--- src/sbda_map.vh ---
// constants for the serial boot download engine
// assumes inclusion by bare name from the loader source
`ifndef SBDA_MAP_VH
`define SBDA_MAP_VH
// frame identifiers, host to device and echo
`define SBDA_ID_PWD_RX 11'h011
`define SBDA_ID_HDR_RX 11'h012
`define SBDA_ID_DAT_RX 11'h013
`define SBDA_ID_PWD_TX 11'h001
`define SBDA_ID_HDR_TX 11'h002
`define SBDA_ID_DAT_TX 11'h003
`define SBDA_CAN_MAX_BYTES 4'h8
// protocol field sizes
`define SBDA_PWD_LAST 4'h7
`define SBDA_HDR_LAST 4'h7
`define SBDA_FLAG_BIT 31
`define SBDA_ACK_BYTE 8'h59
// uart timing: zero byte is 9 low bits, 16 samples per bit
`define SBDA_BAUD_DIVISOR 24'h90
`define SBDA_OVS_SHIFT 4'h0
`define SBDA_DIV_MAX 13'h1fff
`define SBDA_DIV_MIN 13'h001
`define SBDA_FIXED_BIT_CYC 17'h00341
`define SBDA_UART_FRAME_BITS 4'ha
`define SBDA_UART_DATA_LAST 4'h7
// oscillator bands in MHz and pll multipliers
`define SBDA_OSC_12 6'h0c
`define SBDA_OSC_16 6'h10
`define SBDA_OSC_24 6'h18
`define SBDA_MULT_X4 3'h4
`define SBDA_MULT_X3 3'h3
`define SBDA_MULT_X2 3'h2
`define SBDA_MULT_X1 3'h1
`endif

--- src/sbda_fifo.v ---
// byte fifo between the protocol engine and the sram word packer
// assumes one clock, synchronous active-high reset, clock enable
`timescale 1ns/1ps
`default_nettype none
module sbda_fifo #(
    parameter WIDTH = 8,
    parameter DEPTH = 16,
    parameter AW = 4
) (
    input wire i_clk,
    input wire i_rst,
    input wire i_ce,
    input wire i_in_valid,
    output wire o_in_ready,
    input wire [WIDTH-1:0] i_in_data,
    output wire o_out_valid,
    input wire i_out_ready,
    output wire [WIDTH-1:0] o_out_data
);
    localparam [AW:0] FULL = DEPTH;
    localparam [AW:0] ONE = 1;
    reg [WIDTH-1:0] mem [0:DEPTH-1];
    reg [AW-1:0] wp_q;
    reg [AW-1:0] rp_q;
    reg [AW:0] cnt_q;
    reg ov_q;
    reg [WIDTH-1:0] od_q;
    wire push;
    wire load;

    // head word sits in a register so the reader sees flopped data
    assign o_in_ready = (cnt_q != FULL);
    assign push = i_in_valid && o_in_ready;
    assign load = (cnt_q != {(AW+1){1'b0}}) && (!ov_q || i_out_ready);
    assign o_out_valid = ov_q;
    assign o_out_data = od_q;

    // storage array, no reset needed
    always @(posedge i_clk) begin
        if (i_ce && push) begin
            mem[wp_q] <= i_in_data;
        end
    end

    // pointers, occupancy and output stage
    always @(posedge i_clk) begin
        if (i_rst) begin
            wp_q <= {AW{1'b0}};
            rp_q <= {AW{1'b0}};
            cnt_q <= {(AW+1){1'b0}};
            ov_q <= 1'b0;
            od_q <= {WIDTH{1'b0}};
        end else if (i_ce) begin
            if (push) begin
                wp_q <= wp_q + ONE[AW-1:0];
            end
            if (load) begin
                od_q <= mem[rp_q];
                rp_q <= rp_q + ONE[AW-1:0];
                ov_q <= 1'b1;
            end else if (ov_q && i_out_ready) begin
                ov_q <= 1'b0;
            end
            if (push && !load) begin
                cnt_q <= cnt_q + ONE;
            end else if (load && !push) begin
                cnt_q <= cnt_q - ONE;
            end
        end
    end
endmodule
`default_nettype wire

--- src/sbda_loader.v ---
// serial boot download engine: can or uart image load into sram
// assumes frame-level can controller ports, uart pin synchronous to clock
`timescale 1ns/1ps
`default_nettype none
`include "sbda_map.vh"
module sbda_loader (
    input wire I_CLK_SYS,
    input wire I_RST,
    input wire I_CE,
    input wire I_MODE_CAN,
    input wire I_AUTOBAUD,
    input wire [63:0] I_STORED_PWD,
    output reg O_CLKMON_START,
    input wire I_CLKMON_DONE,
    input wire [5:0] I_OSC_MHZ,
    output reg [2:0] O_PLL_MULT,
    output reg O_PLL_LOAD,
    input wire I_PLL_LOCK,
    input wire I_UART_RX,
    output reg O_UART_TX,
    output reg [12:0] O_BAUD_DIV,
    input wire I_CAN_RX_VALID,
    output reg O_CAN_RX_READY,
    input wire [10:0] I_CAN_RX_ID,
    input wire [3:0] I_CAN_RX_DLC,
    input wire [63:0] I_CAN_RX_DATA,
    output reg O_CAN_TX_VALID,
    input wire I_CAN_TX_READY,
    output reg [10:0] O_CAN_TX_ID,
    output reg [3:0] O_CAN_TX_DLC,
    output reg [63:0] O_CAN_TX_DATA,
    output reg O_MEM_WE,
    input wire I_MEM_READY,
    output reg [31:0] O_MEM_ADDR,
    output reg [31:0] O_MEM_WDATA,
    output reg O_FAIL,
    output reg O_BRANCH,
    output reg [31:0] O_BRANCH_ADDR
);
    localparam S_INIT = 4'h0, S_CLKMON = 4'h1, S_PLL = 4'h2, S_WFALL = 4'h3;
    localparam S_WRISE = 4'h4, S_ACK = 4'h5, S_PWD = 4'h6, S_HDR = 4'h7;
    localparam S_DATA = 4'h8, S_FLUSH = 4'h9, S_DONE = 4'ha, S_FAIL = 4'hb;

    // pll band selection keeps system clock just under its ceiling
    function [2:0] pll_mult;
        input [5:0] mhz;
        begin
            if (mhz < `SBDA_OSC_12) begin
                pll_mult = `SBDA_MULT_X4;
            end else if (mhz < `SBDA_OSC_16) begin
                pll_mult = `SBDA_MULT_X3;
            end else if (mhz < `SBDA_OSC_24) begin
                pll_mult = `SBDA_MULT_X2;
            end else begin
                pll_mult = `SBDA_MULT_X1;
            end
        end
    endfunction

    // integer divider from zero-byte width, clamped to the 13-bit field
    function [12:0] baud_div;
        input [23:0] tb;
        reg [23:0] q;
        begin
            q = tb / `SBDA_BAUD_DIVISOR;
            if (q > {11'h000, `SBDA_DIV_MAX}) begin
                baud_div = `SBDA_DIV_MAX;
            end else if (q == 24'h000000) begin
                baud_div = `SBDA_DIV_MIN;
            end else begin
                baud_div = q[12:0];
            end
        end
    endfunction

    reg [3:0] state_q;
    reg [3:0] cnt_q;
    reg [63:0] sh_q;
    reg [31:0] addr_q;
    reg [30:0] len_q;
    reg [30:0] rcv_q;
    reg [30:0] wr_q;
    reg [23:0] tmr_q;
    reg [16:0] bitcyc_q;
    reg line_q;
    reg [63:0] frm_q;
    reg [3:0] unp_q;
    reg rx_act_q;
    reg [17:0] rx_cyc_q;
    reg [3:0] rx_bit_q;
    reg [7:0] rx_sh_q;
    reg rx_done_q;
    reg tx_act_q;
    reg [16:0] tx_cyc_q;
    reg [3:0] tx_bit_q;
    reg [9:0] tx_sh_q;
    reg tx_pend_q;
    reg [7:0] tx_hold_q;
    reg [31:0] acc_q;
    reg [1:0] lane_q;
    reg [12:0] div_n;
    reg [10:0] exp_id;
    reg [10:0] echo_id;

    wire in_proto = (state_q == S_PWD) || (state_q == S_HDR) || (state_q == S_DATA);
    wire byte_v = I_MODE_CAN ? (unp_q != 4'h0) : rx_done_q;
    wire [7:0] byte_d = I_MODE_CAN ? frm_q[63:56] : rx_sh_q;
    wire f_in_ready;
    wire f_out_valid;
    wire [7:0] f_out_data;
    wire take = in_proto && byte_v && ((state_q != S_DATA) || f_in_ready);
    wire push = take && (state_q == S_DATA);
    wire pop = f_out_valid && !O_MEM_WE;
    wire can_acc = I_CAN_RX_VALID && O_CAN_RX_READY;
    wire [63:0] sh_n = {sh_q[55:0], byte_d};
    wire last_byte = ((wr_q + 31'h1) == len_q);
    wire [4:0] pad_sh = {(2'h3 - lane_q), 3'h0};
    wire [31:0] word_n = {acc_q[23:0], f_out_data} << pad_sh;

    // step-dependent identifiers, 11-bit standard format
    always @* begin
        case (state_q)
            S_PWD: begin
                exp_id = `SBDA_ID_PWD_RX;
                echo_id = `SBDA_ID_PWD_TX;
            end
            S_HDR: begin
                exp_id = `SBDA_ID_HDR_RX;
                echo_id = `SBDA_ID_HDR_TX;
            end
            default: begin
                exp_id = `SBDA_ID_DAT_RX;
                echo_id = `SBDA_ID_DAT_TX;
            end
        endcase
        div_n = baud_div(tmr_q);
    end

    sbda_fifo #(.WIDTH(8), .DEPTH(16), .AW(4)) u_fifo (
        .i_clk(I_CLK_SYS),
        .i_rst(I_RST),
        .i_ce(I_CE),
        .i_in_valid(push),
        .o_in_ready(f_in_ready),
        .i_in_data(byte_d),
        .o_out_valid(f_out_valid),
        .i_out_ready(!O_MEM_WE),
        .o_out_data(f_out_data)
    );

    // main sequencer: clock setup, autobaud, protocol, packing
    always @(posedge I_CLK_SYS) begin
        if (I_RST) begin
            state_q <= S_INIT;
            cnt_q <= 4'h0;
            sh_q <= 64'h0;
            addr_q <= 32'h0;
            len_q <= 31'h0;
            rcv_q <= 31'h0;
            wr_q <= 31'h0;
            tmr_q <= 24'h0;
            bitcyc_q <= `SBDA_FIXED_BIT_CYC;
            line_q <= 1'b1;
            frm_q <= 64'h0;
            unp_q <= 4'h0;
            rx_act_q <= 1'b0;
            rx_cyc_q <= 18'h0;
            rx_bit_q <= 4'h0;
            rx_sh_q <= 8'h0;
            rx_done_q <= 1'b0;
            tx_act_q <= 1'b0;
            tx_cyc_q <= 17'h0;
            tx_bit_q <= 4'h0;
            tx_sh_q <= 10'h3ff;
            tx_pend_q <= 1'b0;
            tx_hold_q <= 8'h0;
            acc_q <= 32'h0;
            lane_q <= 2'h0;
            O_CLKMON_START <= 1'b0;
            O_PLL_MULT <= `SBDA_MULT_X1;
            O_PLL_LOAD <= 1'b0;
            O_UART_TX <= 1'b1;
            O_BAUD_DIV <= 13'h0;
            O_CAN_RX_READY <= 1'b0;
            O_CAN_TX_VALID <= 1'b0;
            O_CAN_TX_ID <= 11'h0;
            O_CAN_TX_DLC <= 4'h0;
            O_CAN_TX_DATA <= 64'h0;
            O_MEM_WE <= 1'b0;
            O_MEM_ADDR <= 32'h0;
            O_MEM_WDATA <= 32'h0;
            O_FAIL <= 1'b0;
            O_BRANCH <= 1'b0;
            O_BRANCH_ADDR <= 32'h0;
        end else if (I_CE) begin
            O_CLKMON_START <= 1'b0;
            O_PLL_LOAD <= 1'b0;
            O_BRANCH <= 1'b0;
            rx_done_q <= 1'b0;
            line_q <= I_UART_RX;

            // uart receiver, sampled mid-bit, lsb first
            if (!I_MODE_CAN && in_proto && !rx_act_q && line_q && !I_UART_RX) begin
                rx_act_q <= 1'b1;
                rx_bit_q <= 4'h0;
                rx_cyc_q <= {1'b0, bitcyc_q} + {2'b00, bitcyc_q[16:1]};
            end else if (rx_act_q) begin
                if (rx_cyc_q == 18'h1) begin
                    rx_sh_q <= {I_UART_RX, rx_sh_q[7:1]};
                    rx_cyc_q <= {1'b0, bitcyc_q};
                    rx_bit_q <= rx_bit_q + 4'h1;
                    if (rx_bit_q == `SBDA_UART_DATA_LAST) begin
                        rx_act_q <= 1'b0;
                        rx_done_q <= 1'b1;
                    end
                end else begin
                    rx_cyc_q <= rx_cyc_q - 18'h1;
                end
            end

            // uart transmitter with one byte of holding
            if (!tx_act_q && tx_pend_q) begin
                tx_act_q <= 1'b1;
                tx_pend_q <= 1'b0;
                tx_sh_q <= {1'b1, tx_hold_q, 1'b0};
                tx_bit_q <= `SBDA_UART_FRAME_BITS;
                tx_cyc_q <= 17'h1;
            end else if (tx_act_q) begin
                if (tx_cyc_q == 17'h1) begin
                    if (tx_bit_q == 4'h0) begin
                        tx_act_q <= 1'b0;
                    end else begin
                        O_UART_TX <= tx_sh_q[0];
                        tx_sh_q <= {1'b1, tx_sh_q[9:1]};
                        tx_bit_q <= tx_bit_q - 4'h1;
                        tx_cyc_q <= bitcyc_q;
                    end
                end else begin
                    tx_cyc_q <= tx_cyc_q - 17'h1;
                end
            end
            if (take && !I_MODE_CAN) begin
                tx_pend_q <= 1'b1; // echo every uart byte
                tx_hold_q <= byte_d;
            end

            // can frame intake; ready comes back once a frame is unpacked and its echo taken
            if (can_acc) begin
                O_CAN_RX_READY <= 1'b0;
                if (I_CAN_RX_ID == exp_id) begin
                    frm_q <= I_CAN_RX_DATA;
                    unp_q <= (I_CAN_RX_DLC > `SBDA_CAN_MAX_BYTES) ?
                        `SBDA_CAN_MAX_BYTES : I_CAN_RX_DLC;
                    O_CAN_TX_VALID <= 1'b1;
                    O_CAN_TX_ID <= echo_id;
                    O_CAN_TX_DLC <= I_CAN_RX_DLC;
                    O_CAN_TX_DATA <= I_CAN_RX_DATA;
                end
            end else begin
                O_CAN_RX_READY <= I_MODE_CAN && in_proto && (unp_q == 4'h0) &&
                    !O_CAN_TX_VALID;
                if (O_CAN_TX_VALID && I_CAN_TX_READY) begin
                    O_CAN_TX_VALID <= 1'b0;
                end
                if (!in_proto) begin
                    unp_q <= 4'h0; // surplus bytes of the final frame dropped
                end else if (take && I_MODE_CAN) begin
                    frm_q <= {frm_q[55:0], 8'h00};
                    unp_q <= unp_q - 4'h1;
                end
            end

            // word packer drains the fifo into sram
            if (O_MEM_WE && I_MEM_READY) begin
                O_MEM_WE <= 1'b0;
            end
            if (pop) begin
                wr_q <= wr_q + 31'h1;
                if ((lane_q == 2'h3) || last_byte) begin
                    O_MEM_WE <= 1'b1;
                    O_MEM_ADDR <= addr_q;
                    O_MEM_WDATA <= word_n;
                    addr_q <= addr_q + 32'h4;
                    acc_q <= 32'h0;
                    lane_q <= 2'h0;
                end else begin
                    acc_q <= {acc_q[23:0], f_out_data};
                    lane_q <= lane_q + 2'h1;
                end
            end

            // protocol and setup sequence
            case (state_q)
                S_INIT: begin
                    if (!I_MODE_CAN && I_AUTOBAUD) begin
                        O_CLKMON_START <= 1'b1;
                        state_q <= S_CLKMON;
                    end else begin
                        state_q <= S_PWD;
                    end
                end
                S_CLKMON: begin
                    if (I_CLKMON_DONE) begin
                        O_PLL_MULT <= pll_mult(I_OSC_MHZ);
                        O_PLL_LOAD <= 1'b1;
                        state_q <= S_PLL;
                    end
                end
                S_PLL: begin
                    if (I_PLL_LOCK) begin
                        state_q <= S_WFALL;
                    end
                end
                S_WFALL: begin
                    if (line_q && !I_UART_RX) begin
                        tmr_q <= 24'h1;
                        state_q <= S_WRISE;
                    end
                end
                S_WRISE: begin
                    if (I_UART_RX) begin
                        O_BAUD_DIV <= div_n;
                        bitcyc_q <= {div_n, `SBDA_OVS_SHIFT};
                        tx_pend_q <= 1'b1;
                        tx_hold_q <= `SBDA_ACK_BYTE;
                        state_q <= S_ACK;
                    end else begin
                        tmr_q <= tmr_q + 24'h1;
                    end
                end
                S_ACK: begin
                    if (!tx_pend_q && !tx_act_q) begin
                        state_q <= S_PWD;
                    end
                end
                S_PWD: begin
                    if (take) begin
                        sh_q <= sh_n;
                        cnt_q <= cnt_q + 4'h1;
                        if (cnt_q == `SBDA_PWD_LAST) begin
                            cnt_q <= 4'h0;
                            state_q <= (sh_n == I_STORED_PWD) ? S_HDR : S_FAIL;
                        end
                    end
                end
                S_HDR: begin
                    if (take) begin
                        sh_q <= sh_n;
                        cnt_q <= cnt_q + 4'h1;
                        if (cnt_q == `SBDA_HDR_LAST) begin
                            cnt_q <= 4'h0;
                            addr_q <= {sh_n[63:34], 2'b00};
                            O_BRANCH_ADDR <= {sh_n[63:34], 2'b00};
                            len_q <= sh_n[30:0];
                            rcv_q <= 31'h0;
                            if (!sh_n[`SBDA_FLAG_BIT]) begin
                                state_q <= S_FAIL;
                            end else if (sh_n[30:0] == 31'h0) begin
                                state_q <= S_FLUSH;
                            end else begin
                                state_q <= S_DATA;
                            end
                        end
                    end
                end
                S_DATA: begin
                    if (push) begin
                        rcv_q <= rcv_q + 31'h1;
                        if ((rcv_q + 31'h1) == len_q) begin
                            state_q <= S_FLUSH;
                        end
                    end
                end
                S_FLUSH: begin
                    // last echo and last word must be out before the branch
                    if ((wr_q == len_q) && !O_MEM_WE && !O_CAN_TX_VALID &&
                        !tx_act_q && !tx_pend_q) begin
                        O_BRANCH <= 1'b1;
                        state_q <= S_DONE;
                    end
                end
                S_DONE: begin
                    state_q <= S_DONE;
                end
                S_FAIL: begin
                    O_FAIL <= 1'b1;
                end
                default: begin
                    state_q <= S_FAIL;
                end
            endcase
        end
    end
endmodule
`default_nettype wire

--- config.mk ---
export PLATFORM = sky130hd
export DESIGN_NAME = sbda_loader
export DESIGN_NICKNAME = d
export VERILOG_FILES = /design/src/sbda_fifo.v /design/src/sbda_loader.v
export VERILOG_INCLUDE_DIRS = /design/src
export SDC_FILE = /design/constraint.sdc
export NUM_CORES = 2
export LEC_CHECK = 0
export BUFFER_PORTS_ARGS = -buffer_cell sky130_fd_sc_hd__buf_2
export CORE_MARGIN = 2
export CORE_UTILIZATION = 39
export DETAILED_ROUTE_END_ITERATION = 16
export REMOVE_ABC_BUFFERS = 1
export SYNTH_ARGS = -nofsm -noshare
export SYNTH_HDL_FRONTEND = slang
export SYNTH_HIERARCHICAL = 1
export SYNTH_SLANG_ARGS = --single-unit
--- constraint.sdc ---
create_clock -name I_CLK_SYS -period 13.1 [get_ports I_CLK_SYS]
set_input_delay 1.965 -clock I_CLK_SYS [delete_from_list [all_inputs] [get_ports I_CLK_SYS]]
set_output_delay 1.965 -clock I_CLK_SYS [all_outputs]
set_load 0.05 [all_outputs]
; Yosys cells after proc, flatten, opt, wreduce, memory -nomap -nowiden
; Memories as Yosys holds them, arrays and structs flattened. A register that Yosys moved wholly into a read port is not among the register bits.
; Index checks and enable logic that the tools add are counted.
[word_totals]
reg_bits = 606
ram_bits = 128
memories = 1
[memory_table]
columns = name, depth, word_bits, read_ports, rd_ports_with_merged_regs, write_ports, line_no
row1 = u_fifo.mem, 16, 8, 1, 1, 1, sbda_fifo.v:22  ; reg [WIDTH-1:0] mem [0:DEPTH-1];
[op_classes]
addsub = 17
div = 1
n_lt_le_gt_ge = 5
n_eq_ne = 40
shifts = 1
muxes = 106
n_bitwise = 4
reduce_logical = 87
[ops]
columns = operator, n
row1 = $mux 64, 4
row2 = $mux 32, 5
row3 = $mux 4, 26
row4 = $eq 31x31->1, 3
row5 = $mux 31, 3
row6 = $mux 24, 3
row7 = $mux 17, 4
row8 = $eq 64x64->1, 1
row9 = $add 31x1->31 const B, 2
row10 = $pmux 31 s2, 1
row11 = $mux 18, 3
row12 = $pmux 24 s2, 1
row13 = $pmux 4 s12, 1
row14 = $mux 10, 4
row15 = $mux 1, 35
row16 = $add 32x3->32 const B, 1
row17 = $mux 8, 4
row18 = $shl 32x5->32, 1
row19 = $logic_not 31->1, 1
row20 = $logic_and 1x1->1, 29
row21 = $reduce_and 3->1, 9
row22 = $mux 13, 2
row23 = $add 24x1->24 const B, 1
row24 = $div 24x8->24 const B, 1
row25 = 44 further kinds, 116

; Longest topological paths before layout
[logic_depth]
depth_word = 11
mapped_depth = 28
depth_no_buf = 26

; Hierarchy
; Netlist, hierarchy kept.
[by_module_without_submodules]
columns = module, n_inst, cells_per_inst, area_each_um2
row1 = sbda_loader, 1, 3849, 29443.2
row2 = sbda_fifo, 1, 370, 6077.1

; Least setup slack after synthesis
; Ideal clock, no wire load.
[synth_timing]
path_kind = reg-to-reg
startpoint = reg tmr_q[22], in the netlist baud_div.tb[22]
endpoint = reg O_BAUD_DIV[0]
arrival_time_ns = 6.151
required_ns = 12.978
path_slack_ns = 6.827
path_stages_with_launch = 28
path_buffers = 3
synth_period_minus_slack_ns = 6.273
path_cell_list = dfxtp_1 > buf_6 > nand2b_1 > o21ai_0 > a221o_2 > nor3_2 > mux2_4 > o311a_1 > nand3_1 > and4_1 > buf_6 > mux2i_2 > o41ai_4 > or2_2 > or3_1 > buf_2 > and4_4 > or3_4 > a311oi_2 > o211a_1 > nand3_1 > and4_4 > a32oi_2 > nor3_2 > maj3_2 > a221oi_1 > a2bb2oi_1 > o21ai_1
[synth_via]
elab_chain_cells = 4
[synth_lines]
columns = item, line_no
row1 = "start, declared", sbda_loader.v:83  ; reg [23:0] tmr_q;
row2 = "start signal, assigned", sbda_loader.v:328  ; tmr_q <= tmr_q + 24'h1;
row3 = $div 24x8->24 (no source line) (*), -
row4 = "parallel branches: the longest is 2 deep, another holds $gt 24x13->1", -
row5 = $mux 13 (*), sbda_loader.v:66  ; if (q > {11'h000, `SBDA_DIV_MAX}) begin
row6 = "end signal, assigned", sbda_loader.v:322  ; O_BAUD_DIV <= div_n;
row7 = "end, declared", sbda_loader.v:21  ; output reg [12:0] O_BAUD_DIV,
; Mark *: on every way between the ends.
; A chain may end at the register's enable or synchronous reset.

; Final worst setup path
[layout_timing]
startpoint = reg tmr_q[23], in the netlist baud_div.tb[23]
endpoint = reg O_BAUD_DIV[0]
; The elaborated chain is that of the path after synthesis.

==> impl_metrics.json <==
{
  "rows": 110,
  "core_mm2": 0.0901,
  "antenna_left": 0,
  "critPathCaptureType": "flop",
  "hold_viol": 0,
  "cts_max_level": 3,
  "viasPerCell": 5.47,
  "cts_root_buffer": "clkbuf_16",
  "io_pins": 359,
  "synth_area_mm2": 0.0355,
  "area_growth_pct": 13.8,
  "min_path_type": "flop to flop",
  "drv_slew": 0,
  "yosysUniqueCellTypes": 125,
  "grt_pass1_vias": 28600,
  "arrival_ps": 8170,
  "pre_cts_slack_ps": 5510,
  "critPathLaunch": "baud_div.tb[23]",
  "postCtsSetupBuffers": 0,
  "synth_edf_count": 128,
  "multiInputGateArea_mm2": 0.0184,
  "async_reset_ff_frac": 0,
  "ir_worst_vdd_mv": 0.0864,
  "insertion_delay_ps": 650,
  "post-route-drc-count": 0,
  "required_ps": 13680,
  "cts_max_path_buffers": 3,
  "grt_usage": 0.212,
  "r2r_start": "baud_div.tb[23]",
  "setup_viol_count_final": 0,
  "num-nets-final": 4596,
  "ys_seq_area_frac": 0.441,
  "critical_path_class": "flop to flop",
  "die_h_um": 306,
  "area.sequential_mm2": 0.0157,
  "powerDensity_mw_per_mm2": 125,
  "first_pass_iters": 6,
  "status": "finished, final reports clean",
  "fmax_mhz": 132,
  "cts_tree": "done",
  "maxSlewHeadroom": 0.152,
  "drive_gt1_frac": 0.144,
  "fin_skew_ps": 45.8,
  "finalCriticalPeriod_ps": 7590,
  "rsz0062_at_grt": "no",
  "clk_pin_slew_ps": 60,
  "cp-start-kind": "flop",
  "synth_seq_cells": 718,
  "die_w_um": 306,
  "first_iter_violations": 2425,
  "setup_tns_ps": 0,
  "route.vias.total": 30800,
  "start_util": 0.394,
  "cts_num_sinks": 718,
  "dp_hpwl_um": 70300,
  "n_fill_cell": 8955,
  "grt_pass1_wl_um": 161000,
  "yosysWarnings": 6,
  "die_area_mm2": 0.0935,
  "grt_overflow": 0,
  "grt_max_degree": 189,
  "synth_ff_type": "dfxtp_1",
  "fin_crit_sh": 0.579,
  "p_leak_nw": 14.5,
  "io_buffers": 343,
  "post_cts_resized": 0,
  "numCtsBuffers": 78,
  "ctsHoldBuffers": 0,
  "place_congestion": 0.855,
  "tightest_slew_ps": 1260,
  "setup_slack_ps": 5510,
  "synth.avg_cell_area_um2": 8.42,
  "wl_per_cell_um": 18.2,
  "synthCells": 4219,
  "min_from": "O_MEM_WDATA[8]",
  "drv_cap": 0,
  "antenna_found_initial": 7,
  "cp_max_fo": 17,
  "wl_um": 103000
}
## flip-flops by register name (all words and copies together), names as in the netlist, 18 cells and up
signal / flops
O_BRANCH_ADDR: 30
O_CAN_TX_DATA: 64
O_MEM_ADDR: 30
O_MEM_WDATA: 32
acc_q: 24
addr_q: 30
baud_div.tb: 24
frm_q: 64
len_q: 31
rcv_q: 31
rx_cyc_q: 18
sh_q: 56
u_fifo/mem: 128
wr_q: 31
## power by group
group | switching, mW | internal [mW] | leakage, nW
sequential | 0.0696 | 2.29 | 6.19
combinational | 0.341 | 0.204 | 7.04
clock | 0.934 | 1.24 | 1.24
## synthesized netlist by cell type (65+ instances only)
| cell | count | area share |
|---|---|---|
| a211oi_1 | 77 | 0.016 |
| a21oi_1 | 438 | 0.062 |
| a311oi_1 | 68 | 0.017 |
| clkbuf_1 | 241 | 0.025 |
| dfxtp_1 | 590 | 0.33 |
| edfxtp_1 | 128 | 0.11 |
| mux2i_1 | 65 | 0.018 |
| nand2_1 | 803 | 0.085 |
| nand3_1 | 130 | 0.018 |
| nor2_1 | 379 | 0.040 |
| nor3_1 | 109 | 0.015 |
| o21ai_0 | 107 | 0.015 |
| xnor2_1 | 162 | 0.040 |
| xor2_1 | 91 | 0.022 |
## area by class of cell
type | count | area share
Sequential cell | 718 | 0.387
Inverter | 66 | 0.00613
Tap cell | 1176 | 0.0364
Multi-Input combinational cell | 3144 | 0.456
Clock inverter | 31 | 0.00681
Timing Repair Buffer | 388 | 0.0515
Clock buffer | 112 | 0.0552
Antenna cell | 1 | 0.0000619
## kinds of logic after synthesis
| family | after synthesis | synth area share |
|---|---|---|
| and+or+nand+nor | 1741 | 0.220 |
| adders and majority gates | 42 | 0.0151 |
| muxes | 105 | 0.0358 |
| other | 1 | 0.000106 |
| AOI/OAI and AO/OA | 990 | 0.182 |
| buffers and inverters | 369 | 0.0432 |
| xor gates and xnor gates | 253 | 0.0624 |
| DFF | 718 | 0.441 |
## worst max-delay path: stages (launching register included)
cell      delay (ps)
dfxtp_1          690
nor2b_1          510
o22ai_1          210
a311oi_1         400
or2_1            220
o21ai_2          180
and2_4           210
o311ai_2         340
and4_1           510
o221ai_4         240
o41ai_4          530
o41ai_2          220
or3_1            420
a221oi_2         290
o21a_1           230
o21ai_2          100
and2_2           260
mux2i_1          140
o31ai_1          390
nor2_1           210
mux2_2           370
or4_1            450
a32oi_1          200
o311ai_1         100
o21ai_1          130
## routing by layer
layer,vias up,track usage,part of all wire
li1,15300,-,-
met1,14600,0.294,0.46
met2,711,0.340,0.46
met3,143,0.0374,0.053
met4,8,0.0567,0.021
met5,-,0,0.00037
## worst paths after layout
| check | to | slack [ps] | cells past startpoint |
|---|---|---|---|
| hold / removal | O_MEM_WDATA[8] | 450 | 2 |
| setup / recovery | O_BAUD_DIV[0] | 5510 | 24 |
| hold reg to reg | O_MEM_WDATA[8] | 450 | 2 |
| setup reg to reg | O_BAUD_DIV[0] | 5510 | 24 |
## through the flow
| step | hold slack, ps | instances | total power, mW | util | area [um^2] |
|---|---|---|---|---|---|
| global placement | 434 | 5492 | 2.94 | 0.420 | 37900 |
| CTS | 448 | 5635 | 5.11 | 0.448 | 40400 |
| global route | 460 | 5636 | 5.27 | 0.448 | 40400 |
| floorplan | 417 | 3928 | 2.75 | - | 34300 |
| detailed placement | 440 | 5492 | 2.95 | 0.420 | 37900 |
| finish | 446 | 5636 | 5.07 | 0.448 | 40400 |
## layout by cell type, fill, tap and decap left out, types with 11 or more instances in the layout
cell       synthesis  layout
o21ai_1           15      14
nand4_1           61      61
clkbuf_16          0      80
o211ai_1          25      25
and3_1            38      38
nor2b_1           14      14
ha_1              38      38
mux2_2            21      21
nand2_1          803     801
inv_1             62      62
clkinv_2           0      18
o21ai_0          107     107
mux4_2            14      14
a21oi_1          438     438
a211oi_1          77      77
buf_2             20     341
nand2b_1          31      31
xor2_1            91      91
nand3_1          130     129
buf_4             25      45
xnor2_1          162     162
a311oi_1          68      68
nor4_1            45      44
and2_1            18      17
clkbuf_1         241      21
a31oi_1           12      12
mux2i_1           65      65
or3_1             27      25
nor3_1           109     107
a22oi_1           29      29
edfxtp_1         128     128
clkbuf_8           0      11
a221oi_1          16      16
dfxtp_1          590     589
a21o_1            16      16
nand3b_1          15      15
o22ai_1           40      40
nor2_1           379     376
conb_1             1      13
No activity file was read; power rests on OpenSTA's default activity.
